--- config.mk ---
export PLATFORM = sky130hd
export DESIGN_NAME = nibble_host_port
export DESIGN_NICKNAME = d
export VERILOG_FILES = /design/src/design/nibble_bus_pkg.sv /design/src/design/nibble_store.sv /design/src/design/nibble_host_port.sv
export SDC_FILE = /design/constraint.sdc
export NUM_CORES = 1
export LEC_CHECK = 0
export BUFFER_PORTS_ARGS = -buffer_cell sky130_fd_sc_hd__buf_2
export CELL_PAD_IN_SITES_DETAIL_PLACEMENT = 1
export CELL_PAD_IN_SITES_GLOBAL_PLACEMENT = 1
export CORE_MARGIN = 2
export CORE_UTILIZATION = 50
export CTS_CLUSTER_SIZE = 24
export DETAILED_ROUTE_END_ITERATION = 12
export PLACE_DENSITY_LB_ADDON = 0.1
export SYNTH_ARGS = -nofsm -noshare
export SYNTH_HDL_FRONTEND = slang
export SYNTH_SLANG_ARGS = --single-unit
export TNS_END_PERCENT = 50
--- constraint.sdc ---
create_clock -name clk_i -period 2.3 [get_ports clk_i]
set_input_delay 0 -clock clk_i [delete_from_list [all_inputs] [get_ports clk_i]]
set_output_delay 0 -clock clk_i [all_outputs]
set_load 0.01 [all_outputs]
--- src/design/nibble_bus_pkg.sv ---
// constants and carrier types for the nibble host port
package nibble_bus_pkg;
  localparam int unsigned IDX_W = 4;
  localparam int unsigned DATA_W = 4;
  localparam int unsigned DEPTH = 16;
  localparam logic [IDX_W-1:0] IDX_RESET = 4'h0;
  localparam logic [DATA_W-1:0] DATA_RESET = 4'h0;
  localparam logic SEL_LOW_RESET = 1'b1;

  // raw host pins after synchronisation
  typedef struct packed {
    logic [IDX_W-1:0] reg_index;
    logic [DATA_W-1:0] data_nibble;
    logic select_low_active;
    logic select_power_good;
    logic latch_strobe;
    logic rd_n;
    logic wr_n;
  } pins_type;

  // access to the location store
  typedef struct packed {
    logic we;
    logic [IDX_W-1:0] addr;
    logic [DATA_W-1:0] wdata;
  } mem_req_type;
endpackage

--- src/design/nibble_store.sv ---
// sixteen-location nibble store with registered read data
`timescale 1ns/10ps
`default_nettype none
module nibble_store (
  input wire logic clk_i,
  input wire logic rst_i,
  input wire nibble_bus_pkg::mem_req_type req_i,
  output logic [nibble_bus_pkg::DATA_W-1:0] rdata_o
);
  logic [nibble_bus_pkg::DATA_W-1:0] mem_r [nibble_bus_pkg::DEPTH];

  always_ff @(posedge clk_i) begin
    if (rst_i) begin
      for (int i = 0; i < nibble_bus_pkg::DEPTH; i++) begin
        mem_r[i] <= nibble_bus_pkg::DATA_RESET;
      end
    end else if (req_i.we) begin
      mem_r[req_i.addr] <= req_i.wdata;
    end
  end

  always_ff @(posedge clk_i) begin
    if (rst_i) begin
      rdata_o <= nibble_bus_pkg::DATA_RESET;
    end else begin
      rdata_o <= mem_r[req_i.addr];
    end
  end
endmodule // nibble_store
`default_nettype wire

--- src/design/nibble_host_port.sv ---
// asynchronous 4-bit host port: address latch, strobes, data bus drive
`timescale 1ns/10ps
`default_nettype none
// Operation
// - latch strobe high lets address and low select flow into latch.
// - falling latch strobe captures address and low select, held while low.
// - four address inputs choose the accessed location.
// - active write strobe edge stores bus nibble at selected location.
// - read strobe low with chip selected drives stored nibble out.
// - access only with power select high and low select low.
// - power select low means standby, bus access blocked.
// - power select low keeps data bus high impedance always.
module nibble_host_port (
  input wire logic clk_i,
  input wire logic rst_i,
  input wire logic [3:0] reg_index_i,
  input wire logic [3:0] data_nibble_i,
  input wire logic select_low_active_n_i,
  input wire logic select_power_good_i,
  input wire logic latch_strobe_i,
  input wire logic rd_n_i,
  input wire logic wr_n_i,
  output logic [3:0] data_nibble_o,
  output logic [3:0] data_nibble_oe_o,
  output logic standby_o
);
  // ==========================================================
  // pin synchronisers
  nibble_bus_pkg::pins_type pins_s1_r;
  nibble_bus_pkg::pins_type pins_r;
  nibble_bus_pkg::pins_type pins_in;

  always_comb begin
    pins_in.reg_index = reg_index_i;
    pins_in.data_nibble = data_nibble_i;
    pins_in.select_low_active = select_low_active_n_i;
    pins_in.select_power_good = select_power_good_i;
    pins_in.latch_strobe = latch_strobe_i;
    pins_in.rd_n = rd_n_i;
    pins_in.wr_n = wr_n_i;
  end

  // first stage: read by the second stage only
  always_ff @(posedge clk_i) begin
    if (rst_i) begin
      pins_s1_r <= '1;
    end else begin
      pins_s1_r <= pins_in;
    end
  end

  // second stage: the only copy the logic reads
  always_ff @(posedge clk_i) begin
    if (rst_i) begin
      pins_r <= '1;
    end else begin
      pins_r <= pins_s1_r;
    end
  end

  // ==========================================================
  // address latch
  logic [nibble_bus_pkg::IDX_W-1:0] idx_r;
  logic sel_low_r;

  // index follows the pins while the strobe is high
  always_ff @(posedge clk_i) begin
    if (rst_i) begin
      idx_r <= nibble_bus_pkg::IDX_RESET;
    end else if (pins_r.latch_strobe) begin
      idx_r <= pins_r.reg_index;
    end else begin
      idx_r <= idx_r;
    end
  end

  // low select follows the pin in the same way
  always_ff @(posedge clk_i) begin
    if (rst_i) begin
      sel_low_r <= nibble_bus_pkg::SEL_LOW_RESET;
    end else if (pins_r.latch_strobe) begin
      sel_low_r <= pins_r.select_low_active;
    end else begin
      sel_low_r <= sel_low_r;
    end
  end

  // transparent path so a tied-high strobe adds no latency
  logic [nibble_bus_pkg::IDX_W-1:0] idx_eff;
  logic sel_low_eff;
  assign idx_eff = pins_r.latch_strobe ? pins_r.reg_index : idx_r;
  assign sel_low_eff = pins_r.latch_strobe ? pins_r.select_low_active
                                           : sel_low_r;

  // ==========================================================
  // selection and strobes
  logic selected;
  logic wr_prev_r;
  logic wr_fall;
  logic rd_active;
  logic wr_accept;

  assign selected = pins_r.select_power_good & ~sel_low_eff;
  assign rd_active = selected & ~pins_r.rd_n & pins_r.wr_n;

  always_ff @(posedge clk_i) begin
    if (rst_i) begin
      wr_prev_r <= 1'b1;
    end else begin
      wr_prev_r <= pins_r.wr_n;
    end
  end

  assign wr_fall = wr_prev_r & ~pins_r.wr_n;
  // both strobes low is refused
  assign wr_accept = wr_fall & selected & pins_r.rd_n;

  // ==========================================================
  // access sequencer
  typedef enum logic [1:0] {
    ACC_IDLE = 2'h0,
    ACC_READ_SETTLE = 2'h1,
    ACC_READ_DRIVE = 2'h2,
    ACC_STANDBY = 2'h3
  } access_state_type;

  access_state_type state_r;
  access_state_type state_nxt;
  logic reading;
  logic drive_ok;

  // read checked first in every state: read states mean read last cycle
  always_comb begin
    state_nxt = state_r;
    case (state_r)
      ACC_IDLE: begin
        if (rd_active) begin
          state_nxt = ACC_READ_SETTLE;
        end else if (!pins_r.select_power_good) begin
          state_nxt = ACC_STANDBY;
        end
      end
      ACC_READ_SETTLE: begin
        if (rd_active) begin
          state_nxt = ACC_READ_DRIVE;
        end else if (!pins_r.select_power_good) begin
          state_nxt = ACC_STANDBY;
        end else begin
          state_nxt = ACC_IDLE;
        end
      end
      ACC_READ_DRIVE: begin
        if (rd_active) begin
          state_nxt = ACC_READ_DRIVE;
        end else if (!pins_r.select_power_good) begin
          state_nxt = ACC_STANDBY;
        end else begin
          state_nxt = ACC_IDLE;
        end
      end
      ACC_STANDBY: begin
        if (rd_active) begin
          state_nxt = ACC_READ_SETTLE;
        end else if (pins_r.select_power_good) begin
          state_nxt = ACC_IDLE;
        end
      end
      default: begin
        state_nxt = ACC_IDLE;
      end
    endcase
  end

  always_ff @(posedge clk_i) begin
    if (rst_i) begin
      state_r <= ACC_IDLE;
    end else begin
      state_r <= state_nxt;
    end
  end

  assign reading = (state_r == ACC_READ_SETTLE) |
                   (state_r == ACC_READ_DRIVE);
  assign drive_ok = rd_active & reading;

  // ==========================================================
  // location store
  nibble_bus_pkg::mem_req_type req;
  logic [nibble_bus_pkg::DATA_W-1:0] rdata;

  always_comb begin
    req.we = wr_accept;
    req.addr = idx_eff;
    req.wdata = pins_r.data_nibble;
  end

  nibble_store u_nibble_store (
    .clk_i(clk_i),
    .rst_i(rst_i),
    .req_i(req),
    .rdata_o(rdata)
  );

  // ==========================================================
  // data bus drive
  always_ff @(posedge clk_i) begin
    if (rst_i) begin
      data_nibble_o <= nibble_bus_pkg::DATA_RESET;
    end else begin
      data_nibble_o <= rdata;
    end
  end

  // enable needs read held a cycle so store data is settled
  always_ff @(posedge clk_i) begin
    if (rst_i) begin
      data_nibble_oe_o <= '0;
    end else begin
      data_nibble_oe_o <= {nibble_bus_pkg::DATA_W{drive_ok}};
    end
  end

  always_ff @(posedge clk_i) begin
    if (rst_i) begin
      standby_o <= 1'b0;
    end else begin
      standby_o <= (state_nxt == ACC_STANDBY);
    end
  end
endmodule // nibble_host_port
`default_nettype wire

==> summary.txt <==
Floorplan
  • Die W: 107 um
  • Core area: 10400 um2
  • I/O pin total: 24
  • Starting Density: 51.6%
  • FP Rows: 37
  • Die area: 11500 um2
  • Die Ht: 107 um

Detailed routing
  • Via density per instance: 6.05
  • Vias: 3896
  • Residual DRC count: 0
  • 1st-iter DRT viols: 332
  • Final ANT Viol Nets: 0
  • WL per Instance: 20.9 um
  • Detailed-route wire length: 13500 um
  • Initial DRT Pass Iterations: 5

Synthesis
  • Post-synthesis mux area share: 0.631%
  • Post-synth EDFFs: 64
  • Top_reg_cell synth: edfxtp_1
  • Synth unique cells: 51
  • Async SR Flop Fraction: 0%
  • Post-synth top area share: 35.9%
  • Net Count, Synth: 492
  • YS warnings: 0
  • Area leader, netlist: edfxtp_1
  • Syn Inst Count: 475
  • Syn Area/Cell: 11.3 um2
  • Register area share after synthesis: 52.4%
  • Largest family of logic cells by synthesized area: simple AND/OR/NAND/NOR gates
  • Synth Area in Compound Gates: 15.0%
  • #FFs+latches synth: 108
  • Simple-gate portion of the synthesized area: 27.3%
  • Largest cells by area after synthesis: edfxtp_1, dfxtp_1, and2_1
  • Xor-xnor portion of the synthesized cell area: 0%
  • Synthesized area: 5350 um2
  • Adder-cell area share of the yosys netlist: 0.468%

Clock network
  • Root buffer cell: clkbuf_8
  • CTS clk-pin slew, worst paths: 100 ps
  • Setup bufs post-CTS: 0
  • CTS tree: yes
  • H-tree lvl count: 3
  • Total CTS buffers: 9
  • Later-pin clock latency in the skew report: 380 ps
  • Clock sink count: 108
  • Max Buffers Root-to-Sink: 2

Job
  • MaxCap Viol Count: 0

Final layout
  • P&R area growth vs syn: 12.4%
  • Fill cell count: 1102
  • Layout Utilization: 58.0%
  • Multi-input logic area: 2370 um2
  • Most frequent cells in the layout: and2_1, edfxtp_1, dfxtp_1
  • Final #Nets: 520
  • Antenna fix cells: 0
  • Seq. cell area: 2800 um2
  • Commonest non-fill, non-tap cell in the layout: and2_1
  • Proportion of layout cells with a drive suffix above 1: 24.6%

GRT
  • GRT Total Usage: 24.5%
  • First-pass GRT wire length: 21100 um
  • Overflow after GRT: 0
  • Pin count of the biggest net entering global routing: 60
  • Vias in the first global route: 3942
  • Initial antenna violation count: 0

Pwr
  • Pwr Density: 624 nW/um2
  • Leak pwr: 0.00224 uW
  • Max VDD drop: 0.463 mV

Worst hold path
  • HP Class: in -> reg

Status
  • Outcome: completed

Timing
  • Worst-Margin Slew: 773 ps
  • Hold Violations, Final: 0
  • Setup TNS: 0 ps
  • Slew Limit Fails: 0
  • Rel. slew slack: 48.4%
  • Period utilization: 94.0%
  • Minimum clock period: 2160 ps
  • Final setup vio count: 0
  • Clock skew: 8.91 ps
  • Max Clk Rate: 463 MHz
  • RSZ-0062 raised after global routing: no

Worst setup path
  • Critical-path top delay cell: dfxtp_1
  • Crit-path max cell delay: 600 ps
  • Worst Setup End Kind: flop
  • Peak fanout along the critical path: 17
  • Critical-path cell list: clkinv_1 > buf_4 > a31o_2 > o41ai_1 > a41oi_1
  • Worst Setup Start Kind: flop
  • CP arrival: 2370 ps
  • Crit Path Category: reg -> reg
  • WP data required: 2510 ps

Place
  • Port Buffers: 23
  • GPL Wtd Cong: 0.855
  • HPWL Detailed: 8890 um
## Yosys cell counts, types with 2 or more instances
library cell	n
or2_2	27
o21ai_0	9
a41o_1	8
a32o_1	8
nor2_1	8
mux2i_1	2
o22a_1	2
and4b_1	16
o41ai_1	8
nor4_2	9
nand2_1	19
buf_6	2
or2_1	16
edfxtp_1	64
dfxtp_1	44
inv_1	5
ha_1	2
nand2b_1	3
nor4_4	3
a21oi_1	4
a31oi_1	17
a32oi_1	9
buf_2	8
buf_4	5
clkbuf_1	28
and2_1	80
a41oi_1	4
nor2b_1	8
o21a_1	8
nor3_1	6
o22ai_1	9
and4_1	8
a31o_2	8
## worst paths after layout
kind | slack, ps | from | cells after the start | end
worst min register to register | 420 | pins_s1_r[3] | 1 | pins_r[3]
worst min-delay path | 330 | rd_n_i | 3 | pins_s1_r[1]
worst max register to register | 140 | idx_r[1] | 5 | u_nibble_store.rdata_o[2]
worst max-delay path | 140 | idx_r[1] | 5 | u_nibble_store.rdata_o[2]
## where the power goes
part / switching [uW] / internal, uW / leakage, uW / total (uW)
clock: 669 / 533 / 0.000110 / 1200
sequential: 66.9 / 2120 / 0.00103 / 2190
combinational: 214 / 151 / 0.00110 / 365
total: 950 / 2800 / 0.00224 / 3750
## sequential cells by signal, indices dropped and copies added (netlist names), 2 cells and up
name                    count
u_nibble_store.mem_r       64
pins_s1_r                  13
pins_r                     13
u_nibble_store.rdata_o      4
data_nibble_o               4
state_r                     2
idx_r                       4
## critical path, delay by kind of cell (launching register included)
kind                   cells  cell delay [ps]
AO/OA/AOI/OAI              3             1040
buffers and inverters      2              350
flip-flops                 1              600
## per-layer routing
metal | track usage, % | wire length (um) | vias to the layer above
met2 | 39.9 | 6390 | 92
met5 | 0 | 0 | -
li1 | - | - | 1827
met1 | 34.0 | 6360 | 1962
met4 | 7.97 | 199 | 0
met3 | 3.15 | 524 | 15
## area by class of cell
class / count / area share, %
inverter: 6 / 0.374
sequential: 108 / 46.6
tap: 136 / 2.83
clock inverter: 5 / 0.624
timing repair buffer: 60 / 7.32
clock buffer: 11 / 2.89
multi-input combinational: 318 / 39.4
## timing repair
action | in CTS | in global routing
hold buffers | 14 | 0
cloned | 0 | 0
hold endpoints to repair | 14 | 0
gates resized for setup | 2 | 7
setup endpoints to repair | 5 | 58
## kinds of logic after synthesis
family | Yosys count
AND/OR/NAND/NOR | 212
buffers and inverters | 49
multiplexers | 3
flip-flops | 108
adder cells (fa/ha/maj) | 2
AO/OA/AOI/OAI | 101
## metrics by stage
step                      hold slack, ps  total power, uW  cell area [um2]  setup slack (ps)  instances
after detailed placement             185             2560             5620             0.905        614
after global routing                 336             3880             6020              43.9        644
after floorplan                      103             2440             5350               333        475
after CTS                            311             3760             5980              11.4        644
final                                334             3750             6020               139        644
after global placement               182             2540             5620              98.5        614
No activity file was read; power rests on OpenSTA's default activity.
